==> src/stc_pkg.sv <==
// Purpose: Shared constants for the sampling trigger controller.
// Assumes: 25 MHz clk_sys, synchronous active-low reset.
// Notes: Condition selector and status codes are the encodings seen at the ports.
//
// Summary of operation
// - Start and end each have a selector: disabled, fire on match, fire on mismatch.
// - The variable value is ANDed with the mask before comparing.
// - Masked value vs judgment value; match fires on equal, mismatch on unequal.
// - Start and end keep their own variable, offset, size, mask and value.
// - Start command with enabled start condition enters trigger wait until it fires.
// - Start condition firing, or disabled start condition, enters sampling at once.
// - A start command is ignored unless the status is stop.
// - Start with the storage card absent is refused and flags a storage error.
// - With power-on start enabled, sampling begins automatically after power-on.
// - Capture ends when the end condition fires or the buffer is full.
// - A manual end command during sampling ends capture.
// - After capture ends the collected samples are written to the card.
// - Status returns to stop only after the card write has fully completed.
package stc_pkg;
	localparam int DATA_W = 32;
	localparam int BYTE_W = 8;
	localparam int OFF_W = 3;
	localparam int SIZE_W = 3;
	// Condition selector codes.
	localparam logic [1:0] SEL_OFF = 2'h0;
	localparam logic [1:0] SEL_MATCH = 2'h1;
	localparam logic [1:0] SEL_FIRE_ON_MISMATCH = 2'h2;
	// Status codes.
	localparam logic [1:0] STAT_STOP = 2'h0;
	localparam logic [1:0] STAT_WAIT = 2'h1;
	localparam logic [1:0] STAT_SAMPLING = 2'h2;
	localparam logic [1:0] STAT_WRITING = 2'h3;
	// Cycles for the card-present synchroniser to settle after reset.
	localparam logic [1:0] SYNC_SETTLE = 2'h2;
	typedef enum logic [2:0] {ST_STOP, ST_WAIT, ST_SAMP, ST_FLUSH, ST_CLOSE} stc_state_t;
endpackage

==> src/stc_cond.sv <==
// Purpose: One trigger condition: field pick, mask and compare.
// Assumes: Record bytes are little-endian; size is 1 to 4 bytes.
// Notes: Purely combinational; the caller samples fire only on a taken record.
`timescale 1ns/1ns
module stc_cond #(
	parameter int REC_W = 64
) (
	// Settings
	input wire logic [1:0] sel,
	input wire logic [stc_pkg::OFF_W-1:0] offset,
	input wire logic [stc_pkg::SIZE_W-1:0] size,
	input wire logic [stc_pkg::DATA_W-1:0] mask,
	input wire logic [stc_pkg::DATA_W-1:0] value,
	// Sample record
	input wire logic [REC_W-1:0] rec,
	// Result
	output logic enabled,
	output logic fire
);
	import stc_pkg::*;

	// Bytes beyond the chosen size read as zero so narrow variables compare cleanly.
	function automatic logic [DATA_W-1:0] pick(input logic [REC_W-1:0] r, input logic [OFF_W-1:0] o,
		input logic [SIZE_W-1:0] s);
		logic [REC_W-1:0] sh;
		logic [DATA_W-1:0] f;
		sh = r >> {o, 3'h0};
		for (int i = 0; i < DATA_W / BYTE_W; i++) begin
			f[i*BYTE_W +: BYTE_W] = (i < int'(s)) ? sh[i*BYTE_W +: BYTE_W] : 8'h00;
		end
		return f;
	endfunction

	logic equal;

	always_comb begin
		equal = ((pick(rec, offset, size) & mask) == value);
		enabled = (sel == SEL_MATCH) || (sel == SEL_FIRE_ON_MISMATCH);
		fire = ((sel == SEL_MATCH) && equal) || ((sel == SEL_FIRE_ON_MISMATCH) && !equal);
	end
endmodule

==> src/stc_fifo.sv <==
// Purpose: Sample FIFO between capture and the card writer.
// Assumes: One clock; synchronous active-low reset.
// Notes: Read data come from a register stage, so idle covers that stage too.
`timescale 1ns/1ns
module stc_fifo #(
	parameter int W = 64,
	parameter int DEPTH = 8
) (
	// Clock and reset
	input wire logic clk_sys,
	input wire logic reset_n,
	// Fill side
	input wire logic in_valid,
	output logic in_ready,
	input wire logic [W-1:0] in_data,
	// Drain side
	output logic out_valid,
	input wire logic out_ready,
	output logic [W-1:0] out_data,
	// Status
	output logic idle
);
	localparam int AW = $clog2(DEPTH);

	logic [W-1:0] mem [DEPTH];
	logic [AW-1:0] wr_q;
	logic [AW-1:0] rd_q;
	logic [AW:0] cnt_q;
	logic ov_q;
	logic [W-1:0] od_q;
	logic push;
	logic pop;

	assign in_ready = (cnt_q != (AW+1)'(DEPTH));
	assign push = in_valid && in_ready;
	assign pop = (cnt_q != '0) && (!ov_q || out_ready);
	assign out_valid = ov_q;
	assign out_data = od_q;
	assign idle = (cnt_q == '0) && !ov_q;

	always_ff @(posedge clk_sys) begin
		if (push) begin
			mem[wr_q] <= in_data;
		end
	end

	always_ff @(posedge clk_sys) begin
		if (!reset_n) begin
			wr_q <= '0;
			rd_q <= '0;
			cnt_q <= '0;
		end else begin
			wr_q <= push ? AW'((wr_q + 1'b1) % DEPTH) : wr_q;
			rd_q <= pop ? AW'((rd_q + 1'b1) % DEPTH) : rd_q;
			cnt_q <= cnt_q + (AW+1)'(push) - (AW+1)'(pop);
		end
	end

	always_ff @(posedge clk_sys) begin
		if (!reset_n) begin
			ov_q <= 1'b0;
			od_q <= '0;
		end else if (pop) begin
			ov_q <= 1'b1;
			od_q <= mem[rd_q];
		end else if (out_ready) begin
			ov_q <= 1'b0;
		end
	end
endmodule

==> src/stc_trigger_ctrl.sv <==
// Purpose: Arms, starts and stops sample capture and hands samples to the card writer.
// Assumes: Commands and settings come from logic on clk_sys; card_present is a pin.
// Notes: Each accepted samp_valid beat is one sampling cycle.
`timescale 1ns/1ns
module stc_trigger_ctrl #(
	parameter int REC_W = 64,
	parameter int CNT_W = 16,
	parameter logic [15:0] BUF_SAMPLES = 16'h0400,
	parameter int FIFO_DEPTH = 8
) (
	// Clock and reset
	input wire logic clk_sys,
	input wire logic reset_n,
	// Operator commands, one-cycle pulses
	input wire logic start_cmd,
	input wire logic end_cmd,
	input wire logic err_clr,
	// Start condition settings
	input wire logic power_on_start,
	input wire logic [1:0] start_sel,
	input wire logic [stc_pkg::OFF_W-1:0] start_offset,
	input wire logic [stc_pkg::SIZE_W-1:0] start_size,
	input wire logic [stc_pkg::DATA_W-1:0] start_mask,
	input wire logic [stc_pkg::DATA_W-1:0] start_value,
	// End condition settings
	input wire logic [1:0] end_sel,
	input wire logic [stc_pkg::OFF_W-1:0] end_offset,
	input wire logic [stc_pkg::SIZE_W-1:0] end_size,
	input wire logic [stc_pkg::DATA_W-1:0] end_mask,
	input wire logic [stc_pkg::DATA_W-1:0] end_value,
	// Variable samples
	input wire logic samp_valid,
	output logic samp_ready,
	input wire logic [REC_W-1:0] samp_rec,
	// Storage card
	input wire logic card_present,
	output logic card_valid,
	input wire logic card_ready,
	output logic [REC_W-1:0] card_data,
	output logic card_close,
	input wire logic card_closed,
	// Status
	output logic [1:0] status,
	output logic storage_err,
	output logic [CNT_W-1:0] samp_count
);
	import stc_pkg::*;

	stc_state_t state_q;
	stc_state_t state_d;
	logic card_s1_q;
	logic card_s2_q;
	logic [1:0] settle_q;
	logic por_pend_q;
	logic err_q;
	logic close_q;
	logic [1:0] status_q;
	logic [CNT_W-1:0] count_q;
	logic start_en;
	logic start_fire;
	logic end_en;
	logic end_fire;
	logic fifo_in_ready;
	logic fifo_idle;
	logic por_go;
	logic go;
	logic accept_start;
	logic refuse_start;
	logic take;
	logic push;
	logic buf_full;

	function automatic logic [1:0] stat_of(input stc_state_t s);
		case (s)
			ST_STOP: stat_of = STAT_STOP;
			ST_WAIT: stat_of = STAT_WAIT;
			ST_SAMP: stat_of = STAT_SAMPLING;
			default: stat_of = STAT_WRITING;
		endcase
	endfunction

	stc_cond #(.REC_W(REC_W)) u_start_cond (
		.sel(start_sel),
		.offset(start_offset),
		.size(start_size),
		.mask(start_mask),
		.value(start_value),
		.rec(samp_rec),
		.enabled(start_en),
		.fire(start_fire)
	);

	stc_cond #(.REC_W(REC_W)) u_end_cond (
		.sel(end_sel),
		.offset(end_offset),
		.size(end_size),
		.mask(end_mask),
		.value(end_value),
		.rec(samp_rec),
		.enabled(end_en),
		.fire(end_fire)
	);

	stc_fifo #(.W(REC_W), .DEPTH(FIFO_DEPTH)) u_fifo (
		.clk_sys(clk_sys),
		.reset_n(reset_n),
		.in_valid(push),
		.in_ready(fifo_in_ready),
		.in_data(samp_rec),
		.out_valid(card_valid),
		.out_ready(card_ready),
		.out_data(card_data),
		.idle(fifo_idle)
	);

	// The card-present pin is asynchronous to clk_sys.
	// Card removal after the start check is not observed; a pulled card only shows as a stalled writer.
	always_ff @(posedge clk_sys) begin
		if (!reset_n) begin
			card_s1_q <= 1'b0;
			card_s2_q <= 1'b0;
		end else begin
			card_s1_q <= card_present;
			card_s2_q <= card_s1_q;
		end
	end

	// Power-on start waits for the synchroniser to settle, else it would see no card.
	always_ff @(posedge clk_sys) begin
		if (!reset_n) begin
			settle_q <= 2'h0;
			por_pend_q <= 1'b1;
		end else begin
			settle_q <= (settle_q == SYNC_SETTLE) ? settle_q : settle_q + 2'h1;
			por_pend_q <= por_pend_q && (settle_q != SYNC_SETTLE);
		end
	end

	assign por_go = por_pend_q && (settle_q == SYNC_SETTLE) && power_on_start;
	assign go = start_cmd || por_go;
	assign accept_start = go && (state_q == ST_STOP) && card_s2_q;
	assign refuse_start = go && (state_q == ST_STOP) && !card_s2_q;

	// Records offered in trigger wait are consumed even when they do not fire, so the source never stalls.
	// one evaluation per taken sample
	assign samp_ready = ((state_q == ST_WAIT) || (state_q == ST_SAMP)) && fifo_in_ready;
	assign take = samp_valid && samp_ready;
	// the firing sample is the first one kept
	assign push = take && ((state_q == ST_SAMP) || start_fire);
	assign buf_full = push && (count_q == CNT_W'(BUF_SAMPLES - 16'h1));

	always_comb begin
		state_d = state_q;
		case (state_q)
			ST_STOP: begin
				if (accept_start) begin
					state_d = start_en ? ST_WAIT : ST_SAMP;
				end
			end
			ST_WAIT: begin
				if (end_cmd) begin
					state_d = ST_STOP;
				end else if (take && start_fire) begin
					state_d = ST_SAMP;
				end
			end
			ST_SAMP: begin
				if (end_cmd || buf_full || (take && end_en && end_fire)) begin
					state_d = ST_FLUSH;
				end
			end
			ST_FLUSH: begin
				if (fifo_idle) begin
					state_d = ST_CLOSE;
				end
			end
			ST_CLOSE: begin
				// stop only once card is done
				if (card_closed) begin
					state_d = ST_STOP;
				end
			end
			default: state_d = ST_STOP;
		endcase
	end

	always_ff @(posedge clk_sys) begin
		if (!reset_n) begin
			state_q <= ST_STOP;
			status_q <= STAT_STOP;
		end else begin
			state_q <= state_d;
			status_q <= stat_of(state_d);
		end
	end

	// one close pulse after the last sample leaves
	always_ff @(posedge clk_sys) begin
		if (!reset_n) begin
			close_q <= 1'b0;
		end else begin
			close_q <= (state_q == ST_FLUSH) && fifo_idle;
		end
	end

	// sticky error, set wins over clear
	always_ff @(posedge clk_sys) begin
		if (!reset_n) begin
			err_q <= 1'b0;
		end else begin
			err_q <= refuse_start || (err_q && !err_clr);
		end
	end

	always_ff @(posedge clk_sys) begin
		if (!reset_n) begin
			count_q <= '0;
		end else if (accept_start) begin
			count_q <= '0;
		end else if (push) begin
			count_q <= count_q + CNT_W'(1);
		end
	end

	assign status = status_q;
	assign storage_err = err_q;
	assign samp_count = count_q;
	assign card_close = close_q;

	a_refuse_err: assert property (@(posedge clk_sys) disable iff (!reset_n)
		refuse_start |=> storage_err && (state_q == ST_STOP))
		else $error("start without card did not flag storage error");

	a_busy_ignore: assert property (@(posedge clk_sys) disable iff (!reset_n)
		(start_cmd && (state_q == ST_SAMP) && !push) |=> (samp_count == $past(samp_count)))
		else $error("start during sampling disturbed the run");

	a_arm_wait: assert property (@(posedge clk_sys) disable iff (!reset_n)
		(accept_start && start_en) |=> (status == STAT_WAIT) ##1 (state_q != ST_SAMP || $past(take)))
		else $error("enabled start did not hold in trigger wait");

	a_direct_samp: assert property (@(posedge clk_sys) disable iff (!reset_n)
		(accept_start && !start_en) |=> (status == STAT_SAMPLING) && (samp_count == '0))
		else $error("disabled start condition did not sample at once");

	a_fire_samp: assert property (@(posedge clk_sys) disable iff (!reset_n)
		((state_q == ST_WAIT) && take && start_fire && !end_cmd) |=> (state_q == ST_SAMP) && (samp_count == CNT_W'(1)))
		else $error("start firing did not begin capture");

	a_end_fire: assert property (@(posedge clk_sys) disable iff (!reset_n)
		((state_q == ST_SAMP) && take && end_en && end_fire) |=> (status == STAT_WRITING))
		else $error("end condition did not end capture");

	a_buf_full: assert property (@(posedge clk_sys) disable iff (!reset_n)
		((state_q == ST_SAMP) && push && (samp_count == CNT_W'(BUF_SAMPLES - 16'h1))) |=> (state_q == ST_FLUSH))
		else $error("full buffer did not end capture");

	a_manual_end: assert property (@(posedge clk_sys) disable iff (!reset_n)
		((state_q == ST_SAMP) && end_cmd) |=> (state_q == ST_FLUSH) && !samp_ready)
		else $error("manual end did not end capture");

	a_close_drained: assert property (@(posedge clk_sys) disable iff (!reset_n)
		card_close |-> !card_valid && (state_q == ST_CLOSE))
		else $error("card closed before samples drained");

	a_hold_write: assert property (@(posedge clk_sys) disable iff (!reset_n)
		((state_q == ST_CLOSE) && !card_closed) |=> (status == STAT_WRITING))
		else $error("stop reported before card write done");

	a_power_start: assert property (@(posedge clk_sys) disable iff (!reset_n)
		(por_go && card_s2_q && (state_q == ST_STOP)) |=> (state_q != ST_STOP))
		else $error("power-on start did not begin sequence");

	a_eval_once: assert property (@(posedge clk_sys) disable iff (!reset_n)
		((state_q == ST_SAMP) && !take && !end_cmd) |=> $stable(samp_count) && (state_q == ST_SAMP))
		else $error("condition acted without a sample");

	a_err_clear: assert property (@(posedge clk_sys) disable iff (!reset_n)
		(storage_err && err_clr && !refuse_start) |=> !storage_err)
		else $error("storage error did not clear");

	a_wait_hold: assert property (@(posedge clk_sys) disable iff (!reset_n)
		((state_q == ST_WAIT) && !(take && start_fire)) |=> $stable(samp_count) && (status != STAT_SAMPLING))
		else $error("capture began before start condition fired");

	a_stop_drained: assert property (@(posedge clk_sys) disable iff (!reset_n)
		(status == STAT_STOP) |-> fifo_idle && !card_valid && !samp_ready)
		else $error("stop shown while samples still pending");

	a_close_once: assert property (@(posedge clk_sys) disable iff (!reset_n)
		card_close |=> !card_close)
		else $error("card close held longer than one cycle");
endmodule

==> config.mk <==
export PLATFORM = sky130hd
export DESIGN_NAME = stc_trigger_ctrl
export DESIGN_NICKNAME = d
export VERILOG_FILES = /design/src/stc_pkg.sv /design/src/stc_cond.sv /design/src/stc_fifo.sv /design/src/stc_trigger_ctrl.sv
export SDC_FILE = /design/constraint.sdc
export NUM_CORES = 1
export LEC_CHECK = 0
export CORE_MARGIN = 1
export CORE_UTILIZATION = 36
export CTS_CLUSTER_DIAMETER = 100
export DETAILED_ROUTE_END_ITERATION = 7
export DONT_BUFFER_PORTS = 1
export PLACE_DENSITY = 0.53
export SETUP_SLACK_MARGIN = 0.05
export SYNTH_ARGS = -nofsm -noshare
export SYNTH_HDL_FRONTEND = slang
export SYNTH_HIERARCHICAL = 1
export SYNTH_SLANG_ARGS = --single-unit
==> constraint.sdc <==
create_clock -name clk_sys -period 13.73 [get_ports clk_sys]
set_clock_uncertainty 0.2 [all_clocks]
set_input_delay 2.746 -clock clk_sys [delete_from_list [all_inputs] [get_ports clk_sys]]
set_output_delay 2.746 -clock clk_sys [all_outputs]
set_load 0.01 [all_outputs]
## Word-level counts from Yosys, hierarchy flattened

Memories as Yosys holds them, arrays and structs flattened. A register that Yosys moved wholly into a read port is not among the register bits.
Cells that the tools add are included.

- Add/sub/neg operators: 6
- $mul: 0
- Divide/modulo/power cells: 0
- Magnitude comparators: 8
- Equality and inequality tests: 16
- Shifts and indexed selects: 2
- Multiplexer cells: 21
- Bitwise gates (word level): 3
- Reduce and logical (&&, ||, !) cells: 45

Operators with widths:

| cell | count |
|---|---|
| 64-bit by 6-bit >> shifter with 32-bit output | 2 |
| 32-bit bitwise AND | 2 |
| 32-bit == test | 2 |
| 8-bit 2-to-1 mux | 8 |
| 1-bit logical AND | 22 |
| 3-bit 2-to-1 mux | 6 |
| 16-bit by 1-bit adder with 16-bit output, second input constant | 1 |
| 16-bit by 10-bit == test with 1-bit output, second input constant | 1 |
| 3-bit case mux with 5 select lines | 1 |
| 1-bit by 3-bit less-than comparator with 1-bit output, first input constant | 4 |
| 2-bit by 3-bit less-than comparator with 1-bit output, first input constant | 4 |
| 1-bit logical OR | 11 |
| 3-bit by 2-bit == test with 1-bit output, second input constant | 3 |
| 3-bit by 1-bit adder with 3-bit output, second input constant | 2 |
| 2-bit == test, second input constant | 3 |
| 3-bit by 1-bit == test with 1-bit output, second input constant | 2 |
| 1-bit zero test | 6 |
| 3-bit zero test | 2 |
| 2-bit case mux with 3 select lines | 1 |
| 4-bit by 1-bit adder with 4-bit output | 1 |
| 2-bit by 1-bit == test with 1-bit output, second input constant | 2 |
| 4-bit zero test | 1 |
| 1-bit 2-to-1 mux | 4 |
| 4-bit != test, second input constant | 1 |
| 9 further kinds | 9 |

- Flip-flop bits (word level): 39
- Latch bits: 0
- Memory bits (writable): 512
- Memory bits (read-only): 0
- Input bits: 218
- Output and inout bits: 86
- Word-level logic and storage cells: 115
- Memories: 1

Memory list:

| memory | depth | width | rd ports | clocked after memory_dff | write ports | line | text |
|---|---|---|---|---|---|---|---|
| u_fifo.mem | 8 | 64 | 1 | 1 | 1 | stc_fifo.sv:25 | `logic [W-1:0] mem [DEPTH];` |

## Longest topological paths before layout

Gate-level depths: netlist of the first run.

- Depth in word-level cells: 16
- Depth in mapped cells: 21
- Depth with buffers taken out: 17

## Cells and area by module

The synthesis of the first run kept the hierarchy.

By module, submodules not included:

| module | instances | cells each | area an instance (µm²) | seq. area each (µm²) |
|---|---|---|---|---|
| stc_fifo | 1 | 1172 | 21820.9 | 16876.2 |
| stc_cond | 2 | 289 | 2331.0 | 0.0 |
| stc_trigger_ctrl | 1 | 157 | 1370.1 | 560.5 |

## Worst setup path before layout of the first run

No wires, ideal clock.

- Path type: input to register
- Start point: in start_offset[1] (netlist bit)
- End point: mem u_fifo.mem[0][0] (enable)
- Library setup time: 565 ps
- Arrival: 9803 ps
- Data required time: 12965 ps
- Setup slack: 3162 ps
- Stages on the path: 16
- Path buffers: 3
- Cell sequence: buf_2 buf_4 mux2_2 a221o_1 o2111ai_1 xor2_1 nand3_1 nor4_1 nand4_1 mux2_1 and3b_1 buf_2 o21a_1 nand2_1 or2_2 nor3_1

- Longest elaborated chain between the ends: 12
- Elaborated cells on any way between the ends: 16
- Those cells by class: eq/ne: 1; shift: 1; mux: 6; bitwise: 1; reduce/logical: 7

Ends and longest elaborated chain:

| element | line | text |
|---|---|---|
| from (decl) | stc_trigger_ctrl.sv:21 | `input wire logic [stc_pkg::OFF_W-1:0] start_offset,` |
| 64-bit by 6-bit >> shifter with 32-bit output (*) | stc_cond.sv:27 | `sh = r >> {o, 3'h0};` |
| 8-bit 2-to-1 mux | stc_cond.sv:29 | `f[i*BYTE_W +: BYTE_W] = (i < int'(s)) ? sh[i*BYTE_W +: BYTE_W] : 8'h00;` |
| 32-bit bitwise AND (*) | stc_cond.sv:37 | `equal = ((pick(rec, offset, size) & mask) == value);` |
| 32-bit == test (*) | stc_cond.sv:37 |  |
| 1-bit zero test | stc_cond.sv:39 | `fire = ((sel == SEL_MATCH) && equal) \|\| ((sel == SEL_FIRE_ON_MISMATCH) && !equal);` |
| 1-bit logical AND | stc_cond.sv:39 |  |
| 1-bit logical OR (*) | stc_cond.sv:39 |  |
| net start_fire | stc_trigger_ctrl.sv:60 | `logic start_fire;` |
| 1-bit logical OR (*) | stc_trigger_ctrl.sv:149 | `assign push = take && ((state_q == ST_SAMP) \|\| start_fire);` |
| 1-bit logical AND (*) | stc_trigger_ctrl.sv:149 |  |
| net push | stc_trigger_ctrl.sv:70 | `logic push;` |
| 1-bit logical AND (*) | stc_fifo.sv:35 | `assign push = in_valid && in_ready;` |
| 1-bit 2-to-1 mux (*) | stc_fifo.sv:42 | `if (push) begin` |
| 1-bit 2-to-1 mux (implied by the code) (*) | stc_fifo.sv:43 | `mem[wr_q] <= in_data;` |
| to (decl) | stc_fifo.sv:25 |  |

Mark *: on every way through the listed nets, which the timed path passes. The rest lies on a longest branch.

## Worst setup path after layout of the first run

- Start point: in start_offset[0] (netlist bit)
- End point: mem u_fifo.mem[6][39] (enable)

The elaborated chain is that of the path after synthesis.

==> flow_summary.json, run 1 <==
{
  "dp.cells": 2822,
  "ctsHoldBuffers": 0,
  "period_share_pct": 56.1,
  "synth.ff_latch_count": 615,
  "dr_total_vias": 17200,
  "crit_path_end_kind": "register",
  "slew_viol_final": 0,
  "antenna_found_initial": 14,
  "swShare_pct": 28.8,
  "ys_top_cells_by_area": "edfxtp_1 (55%), mux4_2 (8.7%), dfxtp_1 (7.4%)",
  "overflow": 0,
  "cp_num_buf_inv": 1,
  "power.internal_mw": 3.65,
  "crit_path_frequent_cell": "nand4_1",
  "initial_utilization_pct": 36.6,
  "worstMarginPinSlew_ns": 1.13,
  "seqCellArea_sq_mm": 0.0174,
  "worstPathCellList": "mux4_2 -> mux2_2 -> nand3_1 -> xor2_1 -> nand4_1 -> nor4_1 -> nand4_1 -> mux2_1 -> and3b_1 -> o21a_1 -> nand2_1 -> or2_2 -> nor2_4 -> buf_4",
  "syn-instance-count": 1907,
  "core_area_sq_mm": 0.0762,
  "rr_endpoint": "u_fifo/mem[6][39]$_DFFE_PP_",
  "power_frac_seq_pct": 44.9,
  "yosysSeqAreaShare_pct": 62.6,
  "die_area_sq_mm": 0.0785,
  "post-place-ws_ns": 5.43,
  "synthFlopType": "edfxtp_1",
  "synth_cell_types": 75,
  "htree_num_levels": 3,
  "holdPathStages": 1,
  "min_from": "card_s1_q$_SDFF_PN0_",
  "hp-class": "register to register",
  "place.gp.congestion": 0.895,
  "fp.dieW_microns": 280,
  "r2r-start": "u_fifo/cnt_q[2]$_SDFF_PN0_",
  "setup_viol": 0,
  "critPathSlowestCell": "nor2_4",
  "cp_data_required_time_ns": 13.76,
  "p_leak_nw": 9.91,
  "fin_nets": 2097,
  "busiest_layer": "met2",
  "critPathArrivalTime_ns": 7.73,
  "n_fill_cell": 6929,
  "fin_cells": 2957,
  "routed_via_density": 5.83,
  "pwr_density_cell_mw_per_mm2": 166,
  "fin_total_pwr_mw": 5.12,
  "layout_min_cycle_time_ns": 7.70,
  "grt_first_pass_wirelength_microns": 126000,
  "grt_use_met3_pct": 9.58,
  "async_flop_share_pct": 0,
  "multiInputGateArea_sq_mm": 0.00954,
  "fp.dieH_microns": 280,
  "synth_top_area_cell": "edfxtp_1",
  "rows": 101,
  "grt_setup_unrepaired": "false",
  "globalRouteTotalUtil_pct": 22.8,
  "ir_worst_vdd_uv": 105,
  "grt_max_degree": 105,
  "status": "finished, final reports clean",
  "syn_area_sq_mm": 0.0279,
  "drive_gt1_share_pct": 15.2,
  "dr.pass1.iters": 6,
  "drtAntennaViolNets": 0,
  "pwr-share-comb_pct": 19.0,
  "synth_top_area_share_pct": 55.2,
  "dpl.hpwl_microns": 59300,
  "start_kind": "input port",
  "clockPowerShare_pct": 36.1,
  "max_slew_margin_pct": 24.8,
  "ctsRootBufferMaster": "clkbuf_16",
  "grt_pass1_vias": 17000,
  "syn_avg_cell_area_sq_um": 14.6,
  "clkSlewWorstSetupHoldPaths_ns": 0.06,
  "cts_resized": 0,
  "area_growth_pct": 10.9,
  "drv_cap": 0,
  "crit_path_max_fanout": 56,
  "drc": 0,
  "grt.met1_usage_pct": 29.4,
  "crit_start": "start_offset[0]",
  "worstRegToRegCells": 9,
  "drt_iter0_markers": 1546,
  "cts_inserted_buffers": 70,
  "postRouteWirelength_microns": 90000,
  "setup_ws_ns": 6.03,
  "cp_slowest_stage_delay_ns": 0.81,
  "yosys_warnings": 6,
  "met2_usage_pct": 34.8,
  "ff2ff_setup_slack_ns": 9.46,
  "io_pins": 304,
  "p_switching_mw": 1.48,
  "wl_per_cell_microns": 30.4,
  "syn_nets": 2140,
  "io_buffer_count": 0,
  "hold_violations": 0,
  "cts_setup_buffers": 0,
  "synth_edf_count": 512,
  "cts_tree": "done",
  "critical_path_class": "input port to register",
  "worstSkewPairLatency_ns": 0.62,
  "clock_sinks": 615,
  "min_to": "card_s2_q$_SDFF_PN0_",
  "ctsLongestPathBuffers": 3,
  "clock.fmax_mhz": 130,
  "finalSetupTns_ns": 0,
  "crit_family": "simple AND/OR/NAND/NOR gates"
}
==> power by group through the flow <==
stage | combinational (mW) | clock (mW) | sequential (mW)
2_1_floorplan | 0.812 | 0 | 2.27
3_3_place_gp | 0.965 | 0 | 2.34
3_5_place_dp | 0.973 | 0 | 2.34
4_1_cts | 0.978 | 1.89 | 2.31
5_1_grt | 1.06 | 1.96 | 2.32
6_report | 0.971 | 1.85 | 2.30
==> cell usage after synthesis (15+ instances only) <==
cell type  count
o22ai_1       68
mux2_2        34
nand4_1       19
mux2i_1      181
nor3_1        15
xnor2_1       24
nand3_1       28
nand2_1       70
clkbuf_1      51
buf_2         44
o21ai_0      103
buf_6         18
mux4_2       108
nor2_1        31
inv_1         38
nor4_1        15
dfxtp_1      103
o211ai_1      28
a21oi_1      164
edfxtp_1     512
nor2b_1       18
xor2_1        30
and2_1        16
==> cell families after synthesis <==
kind of cell	share of synthesized area [%]
xor+xnor	1.70
fa+ha+maj	0.701
simple gates	5.18
compound gates	9.79
flops	62.6
buf+inv	3.34
mux	16.7
==> layer usage <==
metal | vias to the layer above | part of all wire, % | wire length [microns]
met3 | 98 | 12 | 10800
met1 | 8893 | 41 | 36500
met2 | 718 | 45 | 40800
li1 | 7509 | - | -
met4 | 12 | 2.1 | 1880
met5 | - | 0.079 | 71
==> sequential cells by signal, indices dropped and copies added (netlist names) <==
signal / cells
samp_count: 16
card_s2_q: 1
u_fifo/cnt_q: 4
u_fifo/out_valid: 1
card_close: 1
u_fifo/out_data: 64
status: 2
state_q: 3
storage_err: 1
por_pend_q: 1
card_s1_q: 1
settle_q: 2
u_fifo/wr_q: 3
u_fifo/rd_q: 3
u_fifo/mem: 512
==> placed cells by master (no fill, tap or decap), drive strengths merged, types with 46 or more instances in the layout <==
master and instances:
a21oi 164, clkbuf 93, dfxtp 103, edfxtp 512
inv 46, mux2i 181, mux4 108, nand2 71
o21ai 103, o22ai 68
==> stage by stage <==
stage / hold slack, ns / util [%] / area, sq um
global placement: 0.228 / 37.5 / 28600
floorplan: 0.212 / - / 27900
global route: 0.257 / 40.5 / 30900
detailed placement: 0.233 / 37.5 / 28600
CTS: 0.242 / 40.5 / 30900
finish: 0.241 / 40.5 / 30900
==> layout make-up <==
| cell class | count | area share [%] |
|---|---|---|
| diodes | 9 | 0.0729 |
| clock buffers | 93 | 6.24 |
| clock inverters | 33 | 1.12 |
| inverters | 42 | 0.518 |
| multi-input cells | 1116 | 30.9 |
| flip-flops and latches | 615 | 56.5 |
| well taps | 1030 | 4.17 |
| repair buffers | 19 | 0.502 |
==> worst max-delay path by stage <==
stage	endpoint	cells after the start
after floorplan	u_fifo/mem[0][0]$_DFFE_PP_	16
after global placement	u_fifo/mem[6][50]$_DFFE_PP_	14
after detailed placement	u_fifo/mem[6][50]$_DFFE_PP_	14
after CTS	u_fifo/mem[6][57]$_DFFE_PP_	14
after global routing	u_fifo/mem[6][36]$_DFFE_PP_	14
final	u_fifo/mem[6][39]$_DFFE_PP_	14
Power figures use the tool's default switching activity.
==> inputs of run 2 (changes only) <==
==> constraint.sdc (replaced) <==
create_clock -name clk_sys -period 7.1 [get_ports clk_sys]
set_clock_uncertainty 0.2 [all_clocks]
set_input_delay 1.42 -clock clk_sys [delete_from_list [all_inputs] [get_ports clk_sys]]
set_output_delay 1.42 -clock clk_sys [all_outputs]
set_load 0.01 [all_outputs]
==> run 2 against run 1 <==
Against the previous run:
- hold slack gained 0.0096 ns
- setup slack lost 4.5 ns
- count of clock-buffer cells in the layout shrank 2
- non-clock buffer count grew 1
- sequential share of layout area grew 0.15 points
- first-iteration DRC count shrank 4.7%
- combinational power grew 87%
- wire length shrank 1.9%
- sequential power grew 95%
- via count grew 0.35%
- total power grew 89%
- critical path type unchanged
==> flow_summary.json, run 2 (synthesis gave the netlist of run 1 again) <==
{
  "core_area_sq_mm": 0.0762,
  "ctsHoldBuffers": 0,
  "wl_per_cell_microns": 29.9,
  "hold_violations": 0,
  "mostFrequentLayoutCell": "edfxtp_1",
  "postRouteWirelength_microns": 88300,
  "setup_viol": 0,
  "critPathArrivalTime_ns": 5.57,
  "fp.dieW_microns": 280,
  "grt_max_degree": 91,
  "dr_total_vias": 17300,
  "pwr-share-comb_pct": 18.8,
  "critical_path_class": "input port to register",
  "power_frac_seq_pct": 46.3,
  "cts_tree": "done",
  "slew_viol_final": 0,
  "ff2ff_setup_slack_ns": 3.29,
  "largest_reg_flops": 512,
  "clock_sinks": 615,
  "worstRegToRegCells": 6,
  "min_to": "por_pend_q$_SDFF_PN1_",
  "start_kind": "input port",
  "dp.cells": 2823,
  "grt_setup_unrepaired": "false",
  "drive_gt1_share_pct": 15.2,
  "fin_nets": 2096,
  "fin_cells": 2951,
  "cts_inserted_buffers": 68,
  "min_from": "por_pend_q$_SDFF_PN1_",
  "worstPathCellList": "nor2b_1 -> o2bb2ai_1 -> o21ai_0 -> mux2i_1 -> nand4_1 -> nor4_1 -> nand4_1 -> mux2_1 -> and3b_1 -> o21a_1 -> nand2_1 -> or2_2 -> nor3_4 -> buf_4",
  "final_cell_mix": "edfxtp_1 (512), mux2i_1 (181), a21oi_1 (164)",
  "clock.fmax_mhz": 181,
  "max_slew_margin_pct": 12.4,
  "fp.dieH_microns": 280,
  "area_growth_pct": 10.6,
  "r2r-start": "u_fifo/rd_q[1]$_SDFFE_PN0P_",
  "status": "finished, final reports clean",
  "cp_slowest_stage_delay_ns": 0.52,
  "antenna_found_initial": 12,
  "power.internal_mw": 6.82,
  "drv_cap": 0,
  "htree_num_levels": 3,
  "swShare_pct": 29.5,
  "cp_data_required_time_ns": 7.14,
  "crit_path_frequent_cell": "nand4_1",
  "cts_resized": 0,
  "clkSlewWorstSetupHoldPaths_ns": 0.06,
  "cts_setup_buffers": 0,
  "crit_path_end_kind": "register",
  "globalRouteTotalUtil_pct": 22.3,
  "period_share_pct": 77.9,
  "pwr_density_cell_mw_per_mm2": 314,
  "p_leak_nw": 9.87,
  "multiInputGateArea_sq_mm": 0.00956,
  "io_pins": 304,
  "n_fill_cell": 7005,
  "drt_iter0_markers": 1474,
  "initial_utilization_pct": 36.6,
  "critPathSlowestCell": "o21ai_0",
  "rows": 101,
  "rr_endpoint": "u_fifo/out_data[40]$_SDFFE_PN0P_",
  "routed_via_density": 5.86,
  "ctsRootBufferMaster": "clkbuf_16",
  "grt_pass1_vias": 17000,
  "place.gp.congestion": 0.888,
  "drtAntennaViolNets": 0,
  "overflow": 0,
  "seqCellArea_sq_mm": 0.0174,
  "crit_path_max_fanout": 52,
  "ctsLongestPathBuffers": 3,
  "layout_min_cycle_time_ns": 5.53,
  "drc": 0,
  "grt_first_pass_wirelength_microns": 125000,
  "clockPowerShare_pct": 34.9,
  "holdPathStages": 2,
  "dpl.hpwl_microns": 58500,
  "fin_total_pwr_mw": 9.68,
  "die_area_sq_mm": 0.0785,
  "worstMarginPinSlew_ns": 1.28,
  "largest_register": "u_fifo/mem",
  "worstSkewPairLatency_ns": 0.62,
  "io_buffer_count": 0,
  "ir_worst_vdd_uv": 224,
  "p_switching_mw": 2.85,
  "dr.pass1.iters": 5,
  "fin_util_pct": 40.4,
  "hp-class": "register to register"
}
==> run 2: cell count changes in the layout (fill, tap and decap cells not counted), moves of 4 or more <==
cell / delta
clkinv_2: +9
diode_2: -6
bufinv_16: -5
buf_12: +4
==> run 2: cell type report <==
type                       instances  share of cell area, %
tap                             1030                   4.18
inverter                          42                  0.520
multi-input combinational       1116                   31.0
timing repair buffer              20                  0.690
clock buffer                      91                   6.07
clock inverter                    34                  0.873
antenna                            3                 0.0244
sequential                       615                   56.6
==> run 2: routing by layer <==
metal	part of all wire, %	global-route usage (%)	vias to the layer above
met5	0.082	0	-
met4	1.7	4.89	10
met3	11	8.26	106
met2	46	34.8	724
met1	41	29.4	8961
li1	-	-	7490
==> run 2: worst max path at each step <==
stage / startpoint / endpoint / slack [ns]
3_5_place_dp: start_size[0] / u_fifo/mem[0][41]$_DFFE_PP_ / 1.00
6_report: start_offset[1] / u_fifo/mem[0][28]$_DFFE_PP_ / 1.57
2_1_floorplan: start_offset[1] / u_fifo/mem[2][0]$_DFFE_PP_ / -0.40
3_3_place_gp: start_offset[1] / u_fifo/mem[0][32]$_DFFE_PP_ / 1.09
5_1_grt: start_size[0] / u_fifo/mem[0][58]$_DFFE_PP_ / 1.33
4_1_cts: start_size[0] / u_fifo/mem[0][58]$_DFFE_PP_ / 1.63
==> run 2: per-stage QoR <==
step                TNS, ns  instance area (sq um)  worst slack, ns  hold slack [ns]
global placement          0                  28700             1.09            0.240
finish                    0                  30800             1.57            0.251
global route              0                  30800             1.33            0.264
detailed placement        0                  28700             1.00            0.243
CTS                       0                  30800             1.63            0.254
floorplan            -88.71                  27900           -0.404            0.212
==> run 2: worst max-delay path, delay by kind of cell <==
family	cells	cell delay, ns
AOI/OAI and AO/OA	3	1.03
buffers and inverters	1	0.47
muxes	2	0.55
and+or+nand+nor	8	2.00
==> run 2: power groups by stage <==
stage | sequential (mW) | clock (mW) | combinational (mW)
5_1_grt | 4.51 | 3.60 | 1.99
2_1_floorplan | 4.39 | 0 | 1.57
3_3_place_gp | 4.56 | 0 | 1.82
6_report | 4.48 | 3.38 | 1.82
3_5_place_dp | 4.56 | 0 | 1.84
4_1_cts | 4.48 | 3.45 | 1.85
